**src/inc/dpl_defs.svh**
```systemverilog
// Purpose: offsets, field positions, reset values and timing counts for the dram power-ceiling bank
// Assumes: 64-bit register data, one register selected per access by index
// Notes: register indices are local selectors
`ifndef DPL_DEFS_SVH
`define DPL_DEFS_SVH

// ****************************************
// register selectors
// ****************************************
`define DPL_IDX_CEILING_CTRL 2'h0
`define DPL_IDX_ENERGY_TOTAL 2'h1
`define DPL_IDX_RANGE_INFO 2'h2
`define DPL_IDX_THROTTLE_TOTAL 2'h3

// ****************************************
// field positions
// ****************************************
`define DPL_LIMIT_MSB 14
`define DPL_ENABLE_BIT 15
`define DPL_WIN_LSB 17
`define DPL_WIN_MSB 23
`define DPL_WIN_EXP_MSB 21
`define DPL_WIN_FRAC_LSB 22
`define DPL_LOCK_BIT 31
`define DPL_CTRL_WMASK 64'h0000_0000_80FE_FFFF
`define DPL_CTRL_RESET 64'h0000_0000_0000_0000

// ****************************************
// timing
// ****************************************
`define DPL_REFRESH_US 1000
`define DPL_CLK_MHZ 200
`define DPL_REFRESH_CYCLES (`DPL_REFRESH_US * `DPL_CLK_MHZ)

`endif

```
**src/inc/dpl_pkg.sv**
```systemverilog
// Purpose: shared types for the dram power-ceiling bank
// Assumes: nothing beyond the defs header
// Notes: field layout mirrors the power-ceiling control register
package dpl_pkg;

    typedef struct packed {
        logic lock;
        logic [6:0] window;
        logic enable;
        logic [14:0] limit;
    } dpl_ctrl_t;

    typedef struct packed {
        logic [5:0] max_window;
        logic [14:0] max_power;
        logic [14:0] min_power;
        logic [14:0] spec_power;
    } dpl_info_t;

    typedef struct packed {
        logic rd;
        logic wr;
        logic [1:0] idx;
        logic [63:0] wdata;
    } dpl_req_t;

endpackage : dpl_pkg

```
**src/rtl/dpl_regs.sv**
```systemverilog
// Purpose: model-register bank for the dram power-ceiling domain
// Assumes: one read or write per cycle, answered on the next edge
// Notes: measurement and throttle engine sit outside; they feed increments in
`timescale 1ns/10ps
`include "dpl_defs.svh"

module dpl_regs #(
    parameter int unsigned REFRESH_CYCLES = `DPL_REFRESH_CYCLES,
    parameter logic [14:0] SPEC_POWER = 15'h0000,
    parameter logic [14:0] MIN_POWER = 15'h0000,
    parameter logic [14:0] MAX_POWER = 15'h0000,
    parameter logic [5:0] MAX_WINDOW = 6'h00
) (
    // clock and reset
    input wire logic core_clk_i,
    input wire logic reset_i,
    // register access
    input wire dpl_pkg::dpl_req_t req_i,
    output logic [63:0] rdata_o,
    output logic rvalid_o,
    // measurement and throttle engine
    input wire logic energy_valid_i,
    input wire logic [15:0] energy_inc_i,
    input wire logic below_req_state_i,
    input wire logic time_tick_i,
    // ceiling settings to the engine
    output dpl_pkg::dpl_ctrl_t ctrl_o,
    output logic ceiling_active_o,
    output logic [4:0] win_exp_o,
    output logic [1:0] win_frac_o
);
    import dpl_pkg::*;

    // ****************************************
    // control register
    // ****************************************
    logic [63:0] ctrl_reg, ctrl_next;
    logic wr_ctrl;
    logic wr_taken;

    assign wr_ctrl = req_i.wr && (req_i.idx == `DPL_IDX_CEILING_CTRL);
    // locked register drops the write entirely
    assign wr_taken = wr_ctrl && !ctrl_reg[`DPL_LOCK_BIT];

    always_comb begin
        ctrl_next = ctrl_reg;
        if (wr_taken) begin
            ctrl_next = req_i.wdata & `DPL_CTRL_WMASK;
        end
    end

    always_ff @(posedge core_clk_i) begin
        if (reset_i) begin
            ctrl_reg <= `DPL_CTRL_RESET;
        end else begin
            ctrl_reg <= ctrl_next;
        end
    end

    // ****************************************
    // counters
    // ****************************************
    logic [31:0] energy_total;
    logic [31:0] throttle_total;
    logic throttle_inc;

    // only time spent below the requested state is counted
    assign throttle_inc = time_tick_i && below_req_state_i;

    dpl_accum #(
        .INTERVAL(REFRESH_CYCLES),
        .INC_W(16)
    ) u_energy (
        .core_clk_i(core_clk_i),
        .reset_i(reset_i),
        .inc_valid_i(energy_valid_i),
        .inc_i(energy_inc_i),
        .clear_i(1'b0),
        .total_o(energy_total)
    );

    dpl_accum #(
        .INTERVAL(1),
        .INC_W(1)
    ) u_throttle (
        .core_clk_i(core_clk_i),
        .reset_i(reset_i),
        .inc_valid_i(throttle_inc),
        .inc_i(1'b1),
        .clear_i(1'b0),
        .total_o(throttle_total)
    );

    // ****************************************
    // read path and engine outputs
    // ****************************************
    dpl_info_t info;
    logic [63:0] rdata_next;
    logic rvalid_next;
    dpl_ctrl_t ctrl_view;
    logic ceiling_next;

    assign info = '{max_window: MAX_WINDOW, max_power: MAX_POWER,
                    min_power: MIN_POWER, spec_power: SPEC_POWER};

    always_comb begin
        ctrl_view.limit = ctrl_next[`DPL_LIMIT_MSB:0];
        ctrl_view.enable = ctrl_next[`DPL_ENABLE_BIT];
        ctrl_view.window = ctrl_next[`DPL_WIN_MSB:`DPL_WIN_LSB];
        ctrl_view.lock = ctrl_next[`DPL_LOCK_BIT];
        ceiling_next = ctrl_next[`DPL_ENABLE_BIT];
    end

    always_comb begin
        rdata_next = 64'h0000_0000_0000_0000;
        rvalid_next = req_i.rd;
        if (req_i.rd) begin
            unique case (req_i.idx)
                `DPL_IDX_CEILING_CTRL: rdata_next = ctrl_reg;
                `DPL_IDX_ENERGY_TOTAL: rdata_next = {32'h0000_0000, energy_total};
                `DPL_IDX_RANGE_INFO: rdata_next = {10'h000, info.max_window,
                    1'b0, info.max_power,
                    1'b0, info.min_power,
                    1'b0, info.spec_power};
                `DPL_IDX_THROTTLE_TOTAL: rdata_next = {32'h0000_0000, throttle_total};
            endcase
        end
    end

    always_ff @(posedge core_clk_i) begin
        if (reset_i) begin
            rdata_o <= '0;
            rvalid_o <= 1'b0;
            ctrl_o <= '0;
            ceiling_active_o <= 1'b0;
            win_exp_o <= '0;
            win_frac_o <= '0;
        end else begin
            rdata_o <= rdata_next;
            rvalid_o <= rvalid_next;
            ctrl_o <= ctrl_view;
            ceiling_active_o <= ceiling_next;
            win_exp_o <= ctrl_next[`DPL_WIN_EXP_MSB:`DPL_WIN_LSB];
            win_frac_o <= ctrl_next[`DPL_WIN_MSB:`DPL_WIN_FRAC_LSB];
        end
    end

    // ****************************************
    // checks
    // ****************************************
    // control register itself
    lock_holds_a: assert property (@(posedge core_clk_i) disable iff (reset_i)
        ctrl_reg[`DPL_LOCK_BIT] |=> $stable(ctrl_reg))
        else $error("locked ceiling register changed");

    reserved_zero_a: assert property (@(posedge core_clk_i) disable iff (reset_i)
        (ctrl_reg & ~`DPL_CTRL_WMASK) == 64'h0000_0000_0000_0000)
        else $error("reserved ceiling bits not zero");

    write_lands_a: assert property (@(posedge core_clk_i) disable iff (reset_i)
        wr_taken |=>
        ctrl_reg == ($past(req_i.wdata) & `DPL_CTRL_WMASK))
        else $error("unlocked write not stored");

    ro_write_drop_a: assert property (@(posedge core_clk_i) disable iff (reset_i)
        req_i.wr && req_i.idx != `DPL_IDX_CEILING_CTRL |=> $stable(ctrl_reg))
        else $error("write to read-only register changed control");

    // engine outputs follow the written word one edge later
    enable_out_a: assert property (@(posedge core_clk_i) disable iff (reset_i)
        1'b1 |=> ceiling_active_o == ($past(wr_taken)
        ? $past(req_i.wdata[`DPL_ENABLE_BIT]) : $past(ctrl_reg[`DPL_ENABLE_BIT])))
        else $error("enable output disagrees");

    limit_out_a: assert property (@(posedge core_clk_i) disable iff (reset_i)
        1'b1 |=> ctrl_o.limit == ($past(wr_taken)
        ? $past(req_i.wdata[`DPL_LIMIT_MSB:0]) : $past(ctrl_reg[`DPL_LIMIT_MSB:0])))
        else $error("limit output disagrees");

    window_out_a: assert property (@(posedge core_clk_i) disable iff (reset_i)
        1'b1 |=> {win_frac_o, win_exp_o} == ($past(wr_taken)
        ? $past(req_i.wdata[`DPL_WIN_MSB:`DPL_WIN_LSB])
        : $past(ctrl_reg[`DPL_WIN_MSB:`DPL_WIN_LSB])))
        else $error("window fields disagree");

    // read path
    rvalid_pulse_a: assert property (@(posedge core_clk_i) disable iff (reset_i)
        1'b1 |=> rvalid_o == $past(req_i.rd))
        else $error("read valid not one cycle after request");

    rdata_idle_a: assert property (@(posedge core_clk_i) disable iff (reset_i)
        !rvalid_o |-> rdata_o == 64'h0000_0000_0000_0000)
        else $error("read data not zero while idle");

    ctrl_read_a: assert property (@(posedge core_clk_i) disable iff (reset_i)
        req_i.rd && req_i.idx == `DPL_IDX_CEILING_CTRL |=> rdata_o == $past(ctrl_reg))
        else $error("control read wrong");

    info_read_a: assert property (@(posedge core_clk_i) disable iff (reset_i)
        req_i.rd && req_i.idx == `DPL_IDX_RANGE_INFO |=>
        rvalid_o && rdata_o[53:48] == MAX_WINDOW && rdata_o[14:0] == SPEC_POWER)
        else $error("info read wrong");

    info_limits_a: assert property (@(posedge core_clk_i) disable iff (reset_i)
        req_i.rd && req_i.idx == `DPL_IDX_RANGE_INFO |=>
        rdata_o[30:16] == MIN_POWER && rdata_o[46:32] == MAX_POWER)
        else $error("info power limits wrong");

    energy_hi_a: assert property (@(posedge core_clk_i) disable iff (reset_i)
        req_i.rd && req_i.idx == `DPL_IDX_ENERGY_TOTAL |=>
        rdata_o == {32'h0000_0000, $past(energy_total)})
        else $error("energy read wrong");

    throttle_read_a: assert property (@(posedge core_clk_i) disable iff (reset_i)
        req_i.rd && req_i.idx == `DPL_IDX_THROTTLE_TOTAL |=>
        rdata_o == {32'h0000_0000, $past(throttle_total)})
        else $error("throttle read wrong");

    // throttle counting
    throttle_idle_a: assert property (@(posedge core_clk_i) disable iff (reset_i)
        !throttle_inc ##1 !throttle_inc |=> $stable(throttle_total))
        else $error("throttle counted while not throttled");

    throttle_step_a: assert property (@(posedge core_clk_i) disable iff (reset_i)
        1'b1 |=> throttle_total - $past(throttle_total) <= 32'h0000_0001)
        else $error("throttle total stepped by more than one");

endmodule : dpl_regs

```
**src/rtl/dpl_accum.sv**
```systemverilog
// Purpose: 32-bit accumulator refreshed once per interval
// Assumes: increments come from logic on the same clock
// Notes: wraps silently, as the counters are free-running totals
`timescale 1ns/10ps

module dpl_accum #(
    parameter int unsigned INTERVAL = 1,
    parameter int unsigned INC_W = 16
) (
    // clock and reset
    input wire logic core_clk_i,
    input wire logic reset_i,
    // increments and clear
    input wire logic inc_valid_i,
    input wire logic [INC_W-1:0] inc_i,
    input wire logic clear_i,
    // total
    output logic [31:0] total_o
);
    localparam int unsigned CW = (INTERVAL > 1) ? $clog2(INTERVAL) : 1;

    logic [31:0] pend_reg, pend_next;
    logic [31:0] total_reg, total_next;
    logic [CW-1:0] tick_reg, tick_next;
    logic tick_hit;

    assign tick_hit = (tick_reg == CW'(INTERVAL - 1));

    always_comb begin
        tick_next = tick_hit ? '0 : tick_reg + CW'(1);
        pend_next = pend_reg;
        total_next = total_reg;
        if (tick_hit) begin
            // pending sum lands in the visible total only at the interval edge
            total_next = total_reg + pend_reg;
            pend_next = '0;
        end
        if (inc_valid_i) begin
            pend_next = pend_next + 32'(inc_i);
        end
        if (clear_i) begin
            total_next = '0;
            pend_next = '0;
        end
    end

    always_ff @(posedge core_clk_i) begin
        if (reset_i) begin
            tick_reg <= '0;
            pend_reg <= '0;
            total_reg <= '0;
        end else begin
            tick_reg <= tick_next;
            pend_reg <= pend_next;
            total_reg <= total_next;
        end
    end

    assign total_o = total_reg;

    // ****************************************
    // checks
    // ****************************************
    // visible total only moves at the interval edge or on clear
    total_hold_a: assert property (@(posedge core_clk_i) disable iff (reset_i)
        !tick_hit && !clear_i |=> $stable(total_reg))
        else $error("total moved between interval edges");

    tick_range_a: assert property (@(posedge core_clk_i) disable iff (reset_i)
        tick_reg <= CW'(INTERVAL - 1))
        else $error("interval counter out of range");

endmodule : dpl_accum

```
**config.mk**
```make
export PLATFORM = sky130hd
export DESIGN_NAME = dpl_regs
export DESIGN_NICKNAME = d
export VERILOG_FILES = /design/src/inc/dpl_pkg.sv /design/src/rtl/dpl_regs.sv /design/src/rtl/dpl_accum.sv
export VERILOG_INCLUDE_DIRS = /design/src /design/src/inc
export SDC_FILE = /design/constraint.sdc
export NUM_CORES = 1
export LEC_CHECK = 0
export ABC_AREA = 1
export BUFFER_PORTS_ARGS = -buffer_cell sky130_fd_sc_hd__buf_2
export CAP_MARGIN = 20
export CORE_ASPECT_RATIO = 0.6
export CORE_MARGIN = 5
export CORE_UTILIZATION = 64
export DETAILED_ROUTE_END_ITERATION = 16
export HOLD_SLACK_MARGIN = 0.15
export PLACE_DENSITY = 0.9
export SKIP_CTS_REPAIR_TIMING = 1
export SLEW_MARGIN = 20
export SYNTH_ARGS = -nofsm -noshare
export SYNTH_HDL_FRONTEND = slang
export SYNTH_SLANG_ARGS = --single-unit
```
**constraint.sdc**
```tcl
create_clock -name core_clk_i -period 5.9 [get_ports core_clk_i]
set_clock_uncertainty 0.2 [all_clocks]
set_input_delay 1.18 -clock core_clk_i [delete_from_list [all_inputs] [get_ports core_clk_i]]
set_output_delay 1.18 -clock core_clk_i [all_outputs]
set_load 0.01 [all_outputs]
```
* Word-level counts from Yosys, hierarchy flattened *
Index checks and enable logic that the tools add are counted.

word-level totals
  flip-flop bits (word level) = 267
  bits of input ports = 89
  output and inout port bits = 97
  word-level logic and storage cells = 41

operators by class
  add/sub/neg operators = 6
  equality and inequality tests = 4
  muxes and demuxes = 6
  bitwise logic cells = 2
  reductions and logical operators = 8

operator list
  cell                                                                    number
  64-bit one-hot mux with 4 select lines                                  1
  32-bit two-way mux                                                      5
  32-bit adder                                                            2
  32-bit by 1-bit adder with 32-bit output (second input constant)        1
  32-bit by 16-bit adder with 32-bit output                               1
  18-bit by 1-bit adder with 18-bit output (second input constant)        1
  18-bit equality test (second input constant)                            1
  2-bit OR reduction                                                      3
  2-bit equality test (second input constant)                             2
  1-bit logical AND                                                       3
  2-bit by 1-bit equality test with 1-bit output (second input constant)  1
  2-bit zero test                                                         1
  1-bit inverter                                                          2
  1-bit adder (second input constant)                                     1
  1-bit zero test                                                         1

* Depth between registers and ports, before layout *
  depth after elaboration = 4
  depth in mapped cells = 24
  mapped depth without buffers = 20

* Modules after synthesis *
Synthesis repeated with hierarchy kept, for this count alone.

second synthesis, totals
  cells, all modules = 2441
  area, all modules = 14820.5 sq um

by module, submodules not included
  module                  instances  cells each  area each (sq um)  seq. area each (sq um)
  dpl_accum (u_energy)    1          1048        6418.7             1641.6
  dpl_accum (u_throttle)  1          952         5449.0             1301.2
  dpl_regs                1          441         2952.8             1141.1

* Worst setup path after synthesis *
Ideal clock, no wire load.

  kind = flip-flop to flip-flop
  from = register u_energy.tick_reg[0]
  to = register u_energy.pend_reg[30]
  setup time = 0.113 ns
  arrival = 2.911 ns
  path slack = 2.676 ns
  stages on the path, launching flop included = 22
  path buffers = 3
  clock period less this slack = 3.224 ns
  path through = dfxtp_1 ha_1 nand3_1 nor2_1 nand3_4 buf_4 buf_2 buf_6 nand2_1 inv_1 ha_1 fa_1 nand2_1 nand2_1 nand3b_1 a21oi_1 nor2_1 o21ai_2 nand2_1 nand2_1 nand2_1 nor2_1

between the ends
  cells in the longest elaborated chain, start to end = 4

ends and longest elaborated chain
  element                                    line             source
  start: declaration                         dpl_accum.sv:24  logic [CW-1:0] tick_reg, tick_next;
  start signal: assignment                   dpl_accum.sv:53  tick_reg <= tick_next;
  18-bit equality test (*)                   dpl_accum.sv:27  assign tick_hit = (tick_reg == CW'(INTERVAL - 1));
  32-bit two-way mux (*)                     dpl_accum.sv:33  if (tick_hit) begin
  32-bit by 16-bit adder with 32-bit output  dpl_accum.sv:39  pend_next = pend_next + 32'(inc_i);
  32-bit two-way mux (*)                     dpl_accum.sv:38  if (inc_valid_i) begin
  end signal: assignment                     dpl_accum.sv:54  pend_reg <= pend_next;
  end: declaration                           dpl_accum.sv:22  logic [31:0] pend_reg, pend_next;

Every way passes the cells marked *; elsewhere a longest branch is shown, timed or not.
A chain may end at the register's enable or synchronous reset.

* Worst setup path after layout *
  from = register u_energy.tick_reg[0]
  to = register u_energy.pend_reg[23]

Same word-level chain as after synthesis.

==> run summary <==
In this run the critical register-to-register path is captured at u_energy.pend_reg[23]$_SDFF_PP0_. The chip height was 125.0 µm. In this design, the critical path's most frequently occurring cell is nand2_1. In the final timing run, aggregate negative setup slack is 0 ns. Detailed routing placed a total of 5250 µm of wire on met3. The met2 wire length was 16,680 µm. Ranked by instance count, the synthesized netlist is headed by nand2_1 (497), inv_1 (358), a21oi_1 (227), nor2_1 (223), dfxtp_1 (204).

Of all flip-flops after synthesis, the portion carrying an async set or reset was 0%. The worst pin sits at a relative slew slack of 27.97%. Based on the critical path, the design can be clocked at up to 239.6 MHz. Number of cells in the finished layout apart from fillers: 2,595. For the worst setup path, the data required time is 6.10 ns.

Of the cells placed in the final design, the portion with a size suffix greater than 1 is 8.445%. The later pin in the worst-skew pair is clocked with a latency of 0.51 ns. Using the TritonRoute via totals, the vias-per-cell ratio works out to 5.696. The count of buffers added on input and output ports is 113. In this run the worst hold path is classified as reg -> reg. The count of H-tree levels built during CTS was 1. The worst setup path is captured at a flip-flop. The category of the worst setup path launch point is a flip-flop.

Total core area: 21,860 µm². The logs give 0.0003059 V for the worst supply voltage drop on vdd and 0 for the total inserted antenna cells. The number of nets with antenna violations after routing was 0. The path with the worst hold slack has its endpoint at ctrl_reg[2]$_SDFFE_PP0P_. The top cell type by total area after synthesis is dfxtp_1.

Along the worst hold path, the cell count comes to 2. The actual transition at the worst max-transition pin was 1.078 ns. The peak fanout along the critical path was 72.

The average instance in the mapped netlist occupies 6.349 µm². The placed instance count was 2,559; the net switching power was 868.0 µW. The initial core utilization was 64.54%; the number of library cell types mapped by synthesis was 51.

After global routing the overflow that remains totals 0. The logs give 0 for the total of warnings raised by yosys and 28.95% for the sequential-to-total area share from yosys stat. For the final number of max-transition violations, the log shows 0. Clock-pin slew was measured on the worst setup and hold paths at 0.06 ns. For the maximum count of clock buffers along a single path, the log shows 3. Pin count of the biggest net entering global routing: 73. Setup violations remaining at the end of the flow were counted as 0.

Routability-driven placement finished with a final weighted congestion of 1.060. TritonCTS built the clock tree. The worst register-to-register path has a depth of 20.

The first detailed-routing pass took 8 iterations. The startpoint identified for the worst register-to-register timing path is u_energy.tick_reg[0]$_SDFF_PP0_. nand2_1 is the most common cell in the netlist. Counting the buffers created by CTS gives 20.

In the final routed layout, each cell accounts on average for 16.20 µm. The logs give 1,829 for the initial DRC count and 1.73 ns for the minimum setup slack among reg-to-reg paths. Detailed placement ended at an HPWL of 31,730 µm. Clock tree synthesis selected as its root buffer the cell clkbuf_16. The die width came out at 201.7 µm. Routed signal wires occupy layers up through met5. From synthesis to final layout, the design area changed by 8.265%.

Synthesis inferred 204 register bits. Part of the total power dissipated in combinational logic: 13.2%. In this run the worst setup path begins at u_energy.tick_reg[0]$_SDFF_PP0_. The initial antenna violation count was 1; the number of remaining DRC errors was 0. At the end of the flow, the number of nets in the layout was 2,467. The routed design could run at a clock period as short as 4.173 ns. The most used flip-flop cell after synthesis is dfxtp_1.

The flow ran to the end, and the final reports show no timing, DRC or antenna violations. The area share of the largest cell type after synthesis works out to 28.95%. The critical path start-end classification was reg -> reg.

The tools report the total length of routed wires as 42,030 µm. The cell area power density was 208.8 nW/µm². The max-capacitance violation count is 0, and the instance count of the mapped netlist is 2,222. The combined area of all synthesized cells is 14,110 µm². The filler cells instantiated in the layout total 1,881. For the data arrival time of the critical path, the log shows 4.38 ns. The run gives 13.30k as the number of global-route vias before repair.

The tree built by TritonCTS fans out to 204 sinks. The worst-path cell with the longest stage delay was buf_4. Counting flops with a built-in enable in the synthesized netlist gives 0. The first global-routing pass estimated 66,540 µm of wire. Sequential cells account for 45.5% of the total power. Setup repair after global routing left no endpoint under its margin.

Global routing used 31.65% of the available tracks across all layers. The number of ports placed on the die boundary was 186; the fraction of power consumed by the clock network was 41.3%. Sorting the synthesized cells by area gives the leading types as dfxtp_1 (29%), nand2_1 (13%), inv_1 (9.5%), a21oi_1 (8.1%), ha_1 (7.1%). The met1 routed wirelength after detailed routing was 19,040 µm. The startpoint identified for the worst hold timing path is ctrl_reg[2]$_SDFFE_PP0P_. The internal power of the cells totals 2.321 mW.

The stage delay of the slowest cell on the critical path was 0.59 ns; the area enclosed by the die boundary was 25,210 µm². For the count of endpoints failing hold in the final timing report, the log shows 0. The routed layout has 14.78k vias. In the finished design, the share of the clock period the worst path needs comes to 70.74%. For the leakage power, the log shows 7.694 nW. The switching share of power came out at 27.22%.

The critical path goes through ha_1, nand3_1, nor2_1, nand3_4, buf_4, inv_1, nor2_1, ha_1, nand3_1, nand2_1, nand2_1, nand2_1, nand2_1, nand2_1, nand2_1, nand2_1, nand2_1, nand2_1, nand2_1, nor2_1. The tools report the floorplan row count as 42.
==> power groups by stage <==
stage,clock network (mW),logic (mW),registers (mW)
6_report,1.32,0.420,1.45
3_5_place_dp,0,0.408,1.48
4_1_cts,1.33,0.413,1.45
3_3_place_gp,0,0.397,1.48
2_1_floorplan,0,0.323,1.47
5_1_grt,1.39,0.473,1.45
==> metrics by stage <==
step | utilization [%] | power, mW | cell area [µm²] | hold WS [ns] | worst slack, ns
6_report | 69.87 | 3.189 | 15270 | 0.2728 | 1.727
3_5_place_dp | 66.81 | 1.890 | 14610 | 0.2627 | 1.787
4_1_cts | 69.86 | 3.193 | 15270 | 0.2741 | 1.752
2_1_floorplan | - | 1.797 | 14230 | 0.2295 | 2.676
5_1_grt | 69.87 | 3.321 | 15270 | 0.3029 | 1.296
3_3_place_gp | 66.81 | 1.877 | 14610 | 0.2500 | 1.925
==> critical path, delay by kind of cell, from the launching register on <==
family	cells	cell delay, ns
buffers and inverters	2	1.02
adder cells (fa/ha/maj)	2	0.54
flip-flops	1	0.34
AND/OR/NAND/NOR	16	1.95
==> cells by family (layout without fill, tap and decap cells) <==
kind of cell	after synthesis	in the layout	synth area share [%]
compound gates	456	456	17.28
xor+xnor	42	42	2.607
fa+ha+maj	83	83	7.520
buf+inv	461	516	13.82
flops	204	204	28.95
other cells	1	33	0.02658
simple gates	975	975	29.80
==> cells in the final DEF, fill, tap and decap left out, types with 27 or more instances in the layout <==
cell       n
nand2_1  496
inv_1    357
a21oi_1  227
nor2_1   223
dfxtp_1  203
o21ai_0  151
nand3_1  138
buf_2    113
ha_1      80
conb_1    33
nor3_1    30
nand4_1   30
xor2_1    29
o22ai_1   27
==> layer usage <==
metal,track usage [%],vias to the layer above
li1,-,7264
met1,47.28,6641
met2,44.98,794
met3,8.980,80
met4,7.791,2
met5,0,-
==> worst max-delay path by stage <==
stage,end,depth (start not counted),slack (ns)
5_1_grt,u_energy.pend_reg[23]$_SDFF_PP0_,19,1.30
6_report,u_energy.pend_reg[23]$_SDFF_PP0_,20,1.73
4_1_cts,u_energy.pend_reg[23]$_SDFF_PP0_,20,1.75
3_3_place_gp,u_energy.pend_reg[23]$_SDFF_PP0_,20,1.92
2_1_floorplan,u_energy.pend_reg[30]$_SDFF_PP0_,21,2.68
3_5_place_dp,u_energy.pend_reg[23]$_SDFF_PP0_,20,1.79
==> cell type report <==
| cell class | instances | area, µm² | area share (%) |
|---|---|---|---|
| multi-input combinational | 1589 | 8203 | 53.70 |
| sequential | 204 | 4085 | 26.74 |
| inverter | 362 | 1359 | 8.896 |
| clock buffer | 30 | 609.3 | 3.989 |
| timing repair buffer | 118 | 603.1 | 3.948 |
| tap | 286 | 357.8 | 2.343 |
| clock inverter | 6 | 57.56 | 0.3768 |
Note: power is estimated with default switching activity, not from simulation.
